==> config.mk <==
export PLATFORM = sky130hd
export DESIGN_NAME = amp_load_fault_indicator_pin_reporting
export DESIGN_NICKNAME = d
export VERILOG_FILES = /design/src/amp_fault_indicator_pin_pkg.sv /design/src/amp_load_fault_indicator_pin_reporting.sv
export SDC_FILE = /design/constraint.sdc
export NUM_CORES = 1
export LEC_CHECK = 0
export ABC_CLOCK_PERIOD_IN_PS = 1300
export BUFFER_PORTS_ARGS = -buffer_cell sky130_fd_sc_hd__buf_2
export CORE_UTILIZATION = 44
export CTS_BUF_LIST = sky130_fd_sc_hd__clkbuf_16
export DETAILED_ROUTE_END_ITERATION = 12
export GPL_TIMING_DRIVEN = 1
export PLACE_DENSITY = 0.8
export SLEW_MARGIN = 40
export SYNTH_ARGS = -nofsm -noshare
export SYNTH_HDL_FRONTEND = slang
export SYNTH_SLANG_ARGS = --single-unit
==> constraint.sdc <==
create_clock -name clock -period 1.3 [get_ports clock]
set_clock_uncertainty 0.15 [all_clocks]
set_input_delay 0.13 -clock clock [delete_from_list [all_inputs] [get_ports clock]]
set_output_delay 0.13 -clock clock [all_outputs]
set_load 0.01 [all_outputs]
==> src/amp_fault_indicator_pin_pkg.sv <==
// Bit positions, reset values and counts for the amplifier diagnostic block.
// Assumes control bytes arrive from a serial-bus front end on the same clock.
// Operation
// - DC load detect off unless enabled
// - Store load class in open/line bits
// - Load bits valid only with valid flag
// - Clear valid on charged node or dip
// - AC detect starts on enable rising edge
// - Upper current threshold qualifies AC flag
// - AC flag after three upper crossings
// - Counter reset only by enable clear
// - AC result in status bit seven
// - AC detect only after start-up completes
// - Indicator pins open-drain, active low
// - Indicators OR fixed and enabled conditions
// - Status latches, clears on read
// - Load results never drive indicators
// - Overdrive level select, default 3 percent
// - Pre-warning level select, default 145 C
// - Pre-warning reduces gain, max temp off
// - Current mismatch switches channel off
// - Read sets offset bits, window clears
// - Offset drives fault pin when selected
// - Settling bit when node reaches half
// - Reset clears all control bits
// - AC flags survive read, cleared by enable
package amp_fault_indicator_pin_pkg;
	localparam int unsigned CH_CNT = 2;
	localparam logic [7:0] CTRL_RESET = 8'h00;
	// control_byte_one
	localparam int unsigned C1_STANDBY_N = 0;
	localparam int unsigned C1_DC_EN = 1;
	localparam int unsigned C1_AC_EN = 2;
	localparam int unsigned C1_PREWARN_ON_PIN = 4;
	localparam int unsigned C1_CLIP2_ON_PIN = 5;
	localparam int unsigned C1_CLIP1_ON_PIN = 6;
	// control_byte_two (pin bits set mean "not on pin"; C2_CLIP_LEVEL set selects the high clip level)
	localparam int unsigned C2_NO_OFFSET_ON_PIN = 1;
	localparam int unsigned C2_NO_SPK_ON_PIN = 4;
	localparam int unsigned C2_CLIP_LEVEL = 7;
	// control_byte_three
	localparam int unsigned C3_PREWARN_LEVEL = 4;
	// channel status bytes
	localparam int unsigned S_SHORT = 0;
	localparam int unsigned S_OFFSET = 2;
	localparam int unsigned S_OPEN = 4;
	localparam int unsigned S_LINE = 5;
	localparam int unsigned S_SPK = 6;
	localparam int unsigned S_AC = 7;
	// shared_status_byte
	localparam int unsigned SH_DC_VALID = 3;
	localparam int unsigned SH_SETTLED = 4;
	localparam int unsigned SH_PREWARN = 5;
	localparam int unsigned SH_MAXTEMP = 6;
	localparam int unsigned SH_POR = 7;
	localparam logic [7:0] SHARED_RESET = 8'h80;
	localparam logic [7:0] CH_RESET = 8'h00;
	// Bits kept across a read
	localparam logic [7:0] CH_KEEP_MASK = 8'hb0;
	localparam logic [1:0] AC_CROSSINGS = 2'h3;
	// Analog comparator inputs, index into synchronised vector
	localparam int unsigned A_W = 16;
	localparam int unsigned A_I2C = 0;
	localparam int unsigned A_STARTUP = 1;
	localparam int unsigned A_STARTED = 2;
	localparam int unsigned A_SVR_HI = 3;
	localparam int unsigned A_SVR_HALF = 4;
	localparam int unsigned A_VP_LOW = 5;
	localparam int unsigned A_DC_DONE = 6;
	localparam int unsigned A_PREWARN = 7;
	localparam int unsigned A_MAXTEMP = 8;
	localparam int unsigned A_UPPER = 9;
	localparam int unsigned A_OPEN = 11;
	localparam int unsigned A_LINE = 13;
	localparam int unsigned A_SETTLING = 15;
	typedef enum logic [1:0] {
		DC_IDLE = 2'b00,
		DC_RAMP = 2'b01,
		DC_DONE = 2'b10
	} dc_state_t;
endpackage

==> src/amp_load_fault_indicator_pin_reporting.sv <==
// Load identification and diagnostic reporting for a two-channel amplifier.
// Assumes analog comparators and mode straps are asynchronous to clock;
// control bytes and the read strobe come from logic on clock.
`timescale 1ns/100ps
module amp_load_fault_indicator_pin_reporting
	import amp_fault_indicator_pin_pkg::*;
(
	// System
	input wire logic clock,
	input wire logic reset,
	// Control bytes from the serial-bus front end
	input wire logic control_write,
	input wire logic [7:0] control_byte_one,
	input wire logic [7:0] control_byte_two,
	input wire logic [7:0] control_byte_three,
	input wire logic status_read,
	// Asynchronous mode and start-up levels
	input wire logic i2c_mode,
	input wire logic startup_active,
	input wire logic startup_complete,
	input wire logic svr_above_low,
	input wire logic svr_above_half,
	input wire logic dc_settling_near,
	input wire logic supply_low,
	input wire logic dc_measure_done,
	// Asynchronous analog comparators
	input wire logic temp_prewarn,
	input wire logic temp_max,
	input wire logic [1:0] current_upper,
	input wire logic [1:0] load_open,
	input wire logic [1:0] load_line,
	input wire logic [1:0] current_mismatch,
	input wire logic [1:0] short_fault,
	input wire logic [1:0] offset_high,
	input wire logic [1:0] clip_detect,
	// Status bytes
	output logic [7:0] channel_one_status_byte,
	output logic [7:0] channel_two_status_byte,
	output logic [7:0] shared_status_byte,
	// Analog controls
	output logic dc_offset_ramp,
	output logic clip_level_high,
	output logic prewarn_level_low,
	output logic gain_reduce,
	output logic [1:0] channel_off,
	// Open-drain indicator pins
	input wire logic fault_indicator_pin_in,
	output logic fault_indicator_pin_out,
	output logic fault_indicator_pin_oe,
	input wire logic overdrive_pin_in,
	output logic overdrive_pin_out,
	output logic overdrive_pin_oe
);
	logic [A_W-1:0] async_in;
	logic [A_W-1:0] meta_r;
	logic [A_W-1:0] sync_r;
	logic [A_W-1:0] sync_d_r;
	logic [7:0] ctrl1_r, ctrl1_nxt;
	logic [7:0] ctrl2_r, ctrl2_nxt;
	logic [7:0] ctrl3_r, ctrl3_nxt;
	logic [7:0] ch_r [CH_CNT], ch_nxt [CH_CNT];
	logic [7:0] sh_r, sh_nxt;
	logic [1:0] cross_r [CH_CNT], cross_nxt [CH_CNT];
	logic ac_armed_r, ac_armed_nxt;
	logic ac_en_d_r;
	dc_state_t dc_r, dc_nxt;
	logic fault_oe_r, fault_oe_nxt;
	logic over_oe_r, over_oe_nxt;
	logic clip_hi_r, clip_hi_nxt;
	logic pw_low_r, pw_low_nxt;
	logic gain_red_r, gain_red_nxt;
	logic [1:0] ch_off_r, ch_off_nxt;
	logic por_live_r, por_live_nxt;
	// Ripple node state at the start of detection
	logic svr_charged_r, svr_charged_nxt;
	logic ramp_r, ramp_nxt;

	// Pins stay high-impedance except when pulling low
	logic zero_r;

	assign async_in = {dc_settling_near, load_line, load_open, current_upper, temp_max, temp_prewarn,
		dc_measure_done, supply_low, svr_above_half, svr_above_low, startup_complete, startup_active,
		i2c_mode};

	// Edge of a synchronised level against its one-cycle-old copy
	function automatic logic rise(input logic now, input logic was);
		return now & ~was;
	endfunction

	// Uncommon comparators that are only levels go through the same synchroniser
	logic [1:0] mism_meta_r, mism_r, short_meta_r, short_r, off_meta_r, off_r, clip_meta_r, clip_r;

	logic i2c, started, vp_low, prewarn, maxtemp, ac_en;
	always_comb begin
		i2c = sync_r[A_I2C];
		started = sync_r[A_STARTED];
		vp_low = sync_r[A_VP_LOW];
		prewarn = sync_r[A_PREWARN];
		maxtemp = sync_r[A_MAXTEMP];
		ac_en = ctrl1_r[C1_AC_EN];
	end

	always_comb begin
		ctrl1_nxt = ctrl1_r;
		ctrl2_nxt = ctrl2_r;
		ctrl3_nxt = ctrl3_r;
		if (control_write) begin
			ctrl1_nxt = control_byte_one;
			ctrl2_nxt = control_byte_two;
			ctrl3_nxt = control_byte_three;
		end
		dc_nxt = dc_r;
		sh_nxt = sh_r;
		por_live_nxt = por_live_r;
		ac_armed_nxt = ac_armed_r;
		svr_charged_nxt = svr_charged_r;
		for (int c = 0; c < CH_CNT; c++) begin
			ch_nxt[c] = ch_r[c];
			cross_nxt[c] = cross_r[c];
		end
		// Read clears history; sets below take priority over it
		if (status_read) begin
			sh_nxt = 8'h00;
			por_live_nxt = 1'b0;
			for (int c = 0; c < CH_CNT; c++) begin
				ch_nxt[c] = ch_r[c] & CH_KEEP_MASK;
			end
		end
		sh_nxt[SH_DC_VALID] = sh_r[SH_DC_VALID];
		// DC load measurement during start-up
		case (dc_r)
			DC_IDLE: begin
				if (ctrl1_r[C1_DC_EN] && i2c && rise(sync_r[A_STARTUP], sync_d_r[A_STARTUP])) begin
					dc_nxt = DC_RAMP;
					// Node level matters only at the start edge
					svr_charged_nxt = sync_r[A_SVR_HI];
					sh_nxt[SH_DC_VALID] = 1'b0;
				end
			end
			DC_RAMP: begin
				if (vp_low) begin
					dc_nxt = DC_DONE;
					sh_nxt[SH_DC_VALID] = 1'b0;
				end else if (rise(sync_r[A_DC_DONE], sync_d_r[A_DC_DONE])) begin
					dc_nxt = DC_DONE;
					// Charged ripple node at start spoils the result
					sh_nxt[SH_DC_VALID] = ~svr_charged_r & ~sync_d_r[A_SETTLING] & ~sh_r[SH_SETTLED];
					for (int c = 0; c < CH_CNT; c++) begin
						ch_nxt[c][S_OPEN] = sync_r[A_OPEN + c];
						ch_nxt[c][S_LINE] = sync_r[A_LINE + c] & ~sync_r[A_OPEN + c];
					end
				end
			end
			DC_DONE: begin
				if (!sync_r[A_STARTUP]) begin
					dc_nxt = DC_IDLE;
				end
			end
			default: dc_nxt = DC_IDLE;
		endcase
		// AC detection armed by enable edge, only after start-up
		if (!ac_en) begin
			ac_armed_nxt = 1'b0;
			for (int c = 0; c < CH_CNT; c++) begin
				cross_nxt[c] = 2'h0;
				ch_nxt[c][S_AC] = 1'b0;
			end
		end else begin
			if (rise(ac_en, ac_en_d_r)) begin
				ac_armed_nxt = 1'b1;
			end
			if (ac_armed_r && started && dc_r != DC_RAMP) begin
				for (int c = 0; c < CH_CNT; c++) begin
					// Saturating count; only the enable clear brings it back
					if (rise(sync_r[A_UPPER + c], sync_d_r[A_UPPER + c]) && cross_r[c] != AC_CROSSINGS) begin
						cross_nxt[c] = cross_r[c] + 2'h1;
					end
					if (cross_r[c] == AC_CROSSINGS) begin
						ch_nxt[c][S_AC] = 1'b1;
					end
				end
			end
		end
		// Latched faults: set wins over a same-cycle read
		for (int c = 0; c < CH_CNT; c++) begin
			if (mism_r[c]) ch_nxt[c][S_SPK] = 1'b1;
			if (short_r[c]) ch_nxt[c][S_SHORT] = 1'b1;
			// A read arms the offset check; the window then clears it
			if (i2c && status_read) begin
				ch_nxt[c][S_OFFSET] = 1'b1;
			end else if (!off_r[c]) begin
				ch_nxt[c][S_OFFSET] = 1'b0;
			end
		end
		if (maxtemp) sh_nxt[SH_MAXTEMP] = 1'b1;
		if (prewarn) sh_nxt[SH_PREWARN] = 1'b1;
		// Standby holds the power-on bit set
		if (!ctrl1_r[C1_STANDBY_N]) sh_nxt[SH_POR] = 1'b1;
		if (sync_r[A_SETTLING] && sync_r[A_SVR_HALF]) sh_nxt[SH_SETTLED] = 1'b1;
		// Registered copy keeps the ramp output glitch-free
		ramp_nxt = (dc_nxt == DC_RAMP);
	end

	// Analog steering and indicator pins from live conditions
	logic fault_any, clip_any;
	always_comb begin
		clip_hi_nxt = i2c & ctrl2_r[C2_CLIP_LEVEL];
		pw_low_nxt = i2c & ctrl3_r[C3_PREWARN_LEVEL];
		gain_red_nxt = prewarn;
		// Shutdown is live, not latched, so channels recover when cool
		ch_off_nxt = mism_r | {CH_CNT{maxtemp}};
		clip_any = |clip_r;
		// Load results deliberately absent from both pins
		if (i2c) begin
			fault_any = por_live_r | vp_low | maxtemp
				| (ctrl1_r[C1_CLIP1_ON_PIN] & clip_r[0])
				| (ctrl1_r[C1_CLIP2_ON_PIN] & clip_r[1])
				| (ctrl1_r[C1_PREWARN_ON_PIN] & prewarn)
				| (~ctrl2_r[C2_NO_SPK_ON_PIN] & (|mism_r | |short_r))
				| (~ctrl2_r[C2_NO_OFFSET_ON_PIN] & |off_r);
		end else begin
			fault_any = vp_low | maxtemp | |mism_r | |short_r | |off_r;
		end
		fault_oe_nxt = fault_any;
		over_oe_nxt = clip_any | prewarn;
	end

	// Synchronisers and edge history carry no reset, so no false edge on release
	always_ff @(posedge clock) begin
		meta_r <= async_in;
		sync_r <= meta_r;
		mism_meta_r <= current_mismatch;
		mism_r <= mism_meta_r;
		short_meta_r <= short_fault;
		short_r <= short_meta_r;
		off_meta_r <= offset_high;
		off_r <= off_meta_r;
		clip_meta_r <= clip_detect;
		clip_r <= clip_meta_r;
		sync_d_r <= sync_r;
	end

	always_ff @(posedge clock) begin
		if (reset) begin
			ctrl1_r <= CTRL_RESET;
			ctrl2_r <= CTRL_RESET;
			ctrl3_r <= CTRL_RESET;
			for (int c = 0; c < CH_CNT; c++) begin
				ch_r[c] <= CH_RESET;
				cross_r[c] <= 2'h0;
			end
			sh_r <= SHARED_RESET;
			ac_armed_r <= 1'b0;
			ac_en_d_r <= 1'b0;
			dc_r <= DC_IDLE;
			fault_oe_r <= 1'b0;
			over_oe_r <= 1'b0;
			clip_hi_r <= 1'b0;
			pw_low_r <= 1'b0;
			gain_red_r <= 1'b0;
			ch_off_r <= 2'h0;
			por_live_r <= 1'b1;
			zero_r <= 1'b0;
			svr_charged_r <= 1'b0;
			ramp_r <= 1'b0;
		end else begin
			ctrl1_r <= ctrl1_nxt;
			ctrl2_r <= ctrl2_nxt;
			ctrl3_r <= ctrl3_nxt;
			for (int c = 0; c < CH_CNT; c++) begin
				ch_r[c] <= ch_nxt[c];
				cross_r[c] <= cross_nxt[c];
			end
			sh_r <= sh_nxt;
			ac_armed_r <= ac_armed_nxt;
			ac_en_d_r <= ac_en;
			dc_r <= dc_nxt;
			fault_oe_r <= fault_oe_nxt;
			over_oe_r <= over_oe_nxt;
			clip_hi_r <= clip_hi_nxt;
			pw_low_r <= pw_low_nxt;
			gain_red_r <= gain_red_nxt;
			ch_off_r <= ch_off_nxt;
			por_live_r <= por_live_nxt;
			zero_r <= 1'b0;
			svr_charged_r <= svr_charged_nxt;
			ramp_r <= ramp_nxt;
		end
	end

	assign channel_one_status_byte = ch_r[0];
	assign channel_two_status_byte = ch_r[1];
	assign shared_status_byte = sh_r;
	assign dc_offset_ramp = ramp_r;
	assign clip_level_high = clip_hi_r;
	assign prewarn_level_low = pw_low_r;
	assign gain_reduce = gain_red_r;
	assign channel_off = ch_off_r;
	assign fault_indicator_pin_out = zero_r;
	assign fault_indicator_pin_oe = fault_oe_r;
	assign overdrive_pin_out = zero_r;
	assign overdrive_pin_oe = over_oe_r;
endmodule
# Word-level counts from Yosys, hierarchy flattened

Memories as Yosys holds them, arrays and structs flattened.
Index checks and enable logic that the tools add are counted.

Bits in writable memories: 20
Memories: 2
Logic and storage cells: 160
Flip-flop bits (word level): 103
Input port bits: 54
Output and inout bits: 34

Mux-type cells: 46
$add $sub $neg: 2
Bitwise logic cells: 48
Reduce and logical (&&, ||, !) cells: 21
Eq/ne operators: 10

Memories:

| name    | words | width | read ports | clocked after memory_dff | wr ports | RTL line                                     | source |
|---|---|---|---|---|---|---|---|
| ch_r    | 2     | 8     | 2          | 0                        | 2        | amp_load_fault_indicator_pin_reporting.sv:61 | `logic [7:0] ch_r [CH_CNT], ch_nxt [CH_CNT];` |
| cross_r | 2     | 2     | 2          | 0                        | 2        | amp_load_fault_indicator_pin_reporting.sv:63 | `logic [1:0] cross_r [CH_CNT], cross_nxt [CH_CNT];` |

Operator list:

| kind                | number |
|---|---|
| $mux 2              | 14 |
| $mux 1              | 24 |
| $or 1x1->1          | 17 |
| $and 1x1->1         | 16 |
| $mux 8              | 2 |
| $mux 15             | 1 |
| $not 1->1           | 14 |
| $reduce_or 2->1     | 6 |
| $logic_and 1x1->1   | 8 |
| $mux 4              | 2 |
| $reduce_bool 2->1   | 4 |
| $mux 7              | 1 |
| $eq 2x2->1 const B  | 3 |
| $ne 2x2->1 const B  | 3 |
| $pmux 2 s3          | 1 |
| $add 2x1->2 const B | 2 |
| $eq 2x1->1 const B  | 2 |
| $ne 3x3->1 const B  | 1 |
| $reduce_and 3->1    | 1 |
| $logic_not 2->1     | 1 |
| $ne 2x1->1 const B  | 1 |
| $or 2x2->2          | 1 |
| $pmux 1 s2          | 1 |
| $reduce_and 2->1    | 1 |

# Depth between registers and ports, before layout

Depth after elaboration: 8
Mapped depth: 5
Depth with buffers taken out: 5

# Worst setup path after synthesis

OpenSTA, ideal clock, no wires.

Kind: register to register
From: mem cross_r[0][0]
To: mem cross_r[0][1]
Slack: -66 ps
Cell stages (with the launch flop): 5
Buffers on the path: 0
Data required time: 1,029 ps
Period minus slack after synthesis: 1,366 ps
Setup time: 121 ps
Arrival: 1,095 ps
Path through: dfxtp_1 ha_1 nor4_4 mux2i_1 nor2_1

RTL lines:

| element            | RTL line |
|---|---|
| start: declaration | amp_load_fault_indicator_pin_reporting.sv:63 |

==> metrics <==
result of the run complete, but fails checks; violated checks setup timing; critical path data arrival time between 1 and 1.5 ns; fraction of the yosys area taken by sequential cells ~70%; type of origin of the critical path register; WP data required between 1 and 1.5 ns; cell taking the most area after synthesis dfxtp_1; Avg Synthesized Cell Area around 12 um^2; leakage power figure roughly 1.8 nW; area growth from synthesis to final layout 44.1%; Critical Path End Type register; kind of critical path reg2reg; cell types occupying the most area after synthesis dfxtp_1 71%, mux2i_1 4.7%, nor2_1 4.2%; Antenna Violating Nets Remaining 0; total vias in the final route between 1500 and 2000; clock transition at the register clock pins on the worst setup and hold paths after CTS about 0.060 ns; post-layout worst setup margin -0.0849 ns; number of CTS-inserted buffers 9; library cell used as clock root buffer clkbuf_16; Fin. Hold Viols 0; Overall Global Routing Usage between 10% and 20%; post-DR vias/cell roughly 4.5; clock buffer depth 2; via count of the first global-routing pass 1798; H-tree levels 3; total DRC errors in the routed layout 0; ys async rst share 0%; die area 6590 um^2; power density normalized to cell area ~1600 nW/um^2; antenna violations before repair 0; number of DRC markers after the initial detailed-route iteration about 50; vertical die dimension around 80 um; clock latency reported for the late side of the worst-skew pair about 0.33 ns; fmax approximately 720 MHz; final-report max-slew violation count 0; count of clock tree sinks between 90 and 100; Net count, final just over 400; horizontal die dimension 81.2 um; initial core utilization between 40 and 50%; Final GP Congestion between 0.7 and 0.8; clock period minus worst slack ~1.4 ns; Routed WL per cell approximately 11 um; Max rail drop VDD just under 1 mV; floorplan core area ~6000 um^2; Worst Hold Class in2reg; gate count after technology mapping 231; Cell variety after synth 29; TritonCTS clock tree built; share of the synthesized area in the top cell type a little under three quarters; number of optimization iterations in the first detailed-route pass 4; highest net fanout along the worst path 2; count of standard-cell rows 28; final routed wirelength across all metal layers roughly 4.9 mm; IO Port Bufs 62; grt total ovfl 0; fraction of the cycle the final worst path needs 107%; RSZ-0062 raised after global routing yes; fraction of layout cells with a size suffix above 1 31.4%; register bit count reported by yosys roughly 100; top-level port count 88; first-pass GRT wire length roughly 8 mm; max-cap check violation count 0; placed wire-length estimate after detailed placement about 3.3 mm; summed instance area of the synthesized netlist ~2800 um^2; final setup fails 2; # diodes 0; count of synthesis-stage warnings from yosys 0; Cell Area, Placed roughly 3200 um^2; pin count of the biggest net entering global routing 21; number of synthesized flops with an enable pin 0; Main synth FF type dfxtp_1; Non-Filler Cell Area, Final approximately 4000 um^2; final core utilization 66.3%
[final timing paths]
check | from | slack (ns) | cells after the start | endpoint
max | cross_r[0][2] | -0.08 | 5 | cross_r[0][3]
min | reset | 0.05 | 3 | ch_r[0][13]
max reg2reg | cross_r[0][2] | -0.08 | 5 | cross_r[0][3]
min reg2reg | mism_meta_r[0] | 0.18 | 0 | mism_r[0]
[cell type report]
cell class              instances  area (um^2)
fillers                       430         2020
flip-flops and latches         98         1970
multi-input cells             122          788
repair buffers                112          783
clock buffers                   9          225
well taps                      75         93.8
clock inverters                 7         92.6
inverters                       5         18.8
[power breakdown]
part | leakage (nW) | switching [W] | internal (W)
Clock | 0.155 | 0.00105 | 0.00168
Combinational | 0.810 | 0.000146 | 0.000192
Sequential | 0.819 | 0.0000609 | 0.00314
Total | 1.78 | 0.00126 | 0.00501
[cells in the mapped netlist (2+ instances only)]
cell type	n
mux2i_1	13
inv_1	4
dfxtp_1	98
buf_4	9
xnor2_1	2
nand3_1	4
clkbuf_1	4
nor4_4	2
a21oi_1	23
nor2_1	31
nor2b_1	3
nand4b_1	2
ha_1	2
nand2b_1	3
a22oi_1	2
nand2_1	13
and3_1	2
nor4_1	3
[flip-flops by register name, indices dropped and copies added, names as in the netlist, 3 cells and up]
signal              flops
ctrl1_r                 6
sync_r                 16
ctrl2_r                 3
shared_status_byte      5
meta_r                 16
cross_r                 4
sync_d_r                5
ch_r                   12
[cell usage in the layout (no fill, tap or decap), types with 2 or more instances in the layout]
cell type,count
dfxtp_2,4
dlygate4sd3_1,36
nand4b_1,2
nand2_2,4
inv_1,5
a22oi_1,2
a21oi_1,20
dfxtp_1,93
nor4_1,2
nor2b_1,3
nand2b_4,2
clkbuf_16,9
bufinv_16,2
buf_2,62
buf_4,12
nand3_1,4
a21oi_2,3
mux2i_1,13
conb_1,9
nor4_4,2
xnor2_1,2
nand2_1,9
buf_6,2
and3_1,2
clkinv_1,2
nor2_1,31
[per-stage QoR]
step           std cells  hold slack [ns]  setup slack [ns]  power (W)  TNS [ns]
2_1_floorplan        239          0.00772           -0.0328    0.00340   -0.0328
3_3_place_gp         374           0.0826           -0.0534    0.00351    -0.129
3_5_place_dp         374           0.0836            -0.123    0.00352    -0.322
4_1_cts              427           0.0309            -0.111    0.00633    -0.174
5_1_grt              428           0.0543            -0.174    0.00652    -0.449
6_report             428           0.0491           -0.0849    0.00628    -0.104
[cell families after synthesis]
family          after synthesis  share of synthesized area [%]
simple gates                 67                           12.8
xor+xnor                      2                          0.635
other cells                   1                          0.136
buf+inv                      19                           3.86
compound gates               29                           5.81
fa+ha+maj                     2                          0.907
mux                          13                           4.72
flops                        98                           71.1
[timing repair]
| action | CTS | global route |
|---|---|---|
| pin swaps | 2 | 8 |
| hold endpoints to repair | 37 | 0 |
| setup buffers | 1 | 2 |
| hold buffers | 36 | 0 |
| gates resized for setup | 6 | 17 |
| endpoints found under the setup margin | 9 | 12 |
[critical path: stages (launching register included)]
cell,delay [ns]
dfxtp_2,0.33
ha_4,0.15
nand2b_4,0.14
nor4_4,0.20
mux2i_1,0.23
nor2_1,0.06
[layer usage]
metal | vias up | track usage [%] | share of wire [%]
li1 | 988 | - | -
met3 | 6 | 5.73 | 5.0
met2 | 55 | 25.3 | 47
met1 | 859 | 20.0 | 46
met5 | - | 0 | 0
met4 | 0 | 8.75 | 1.3
(Power assumes the default switching activity.)
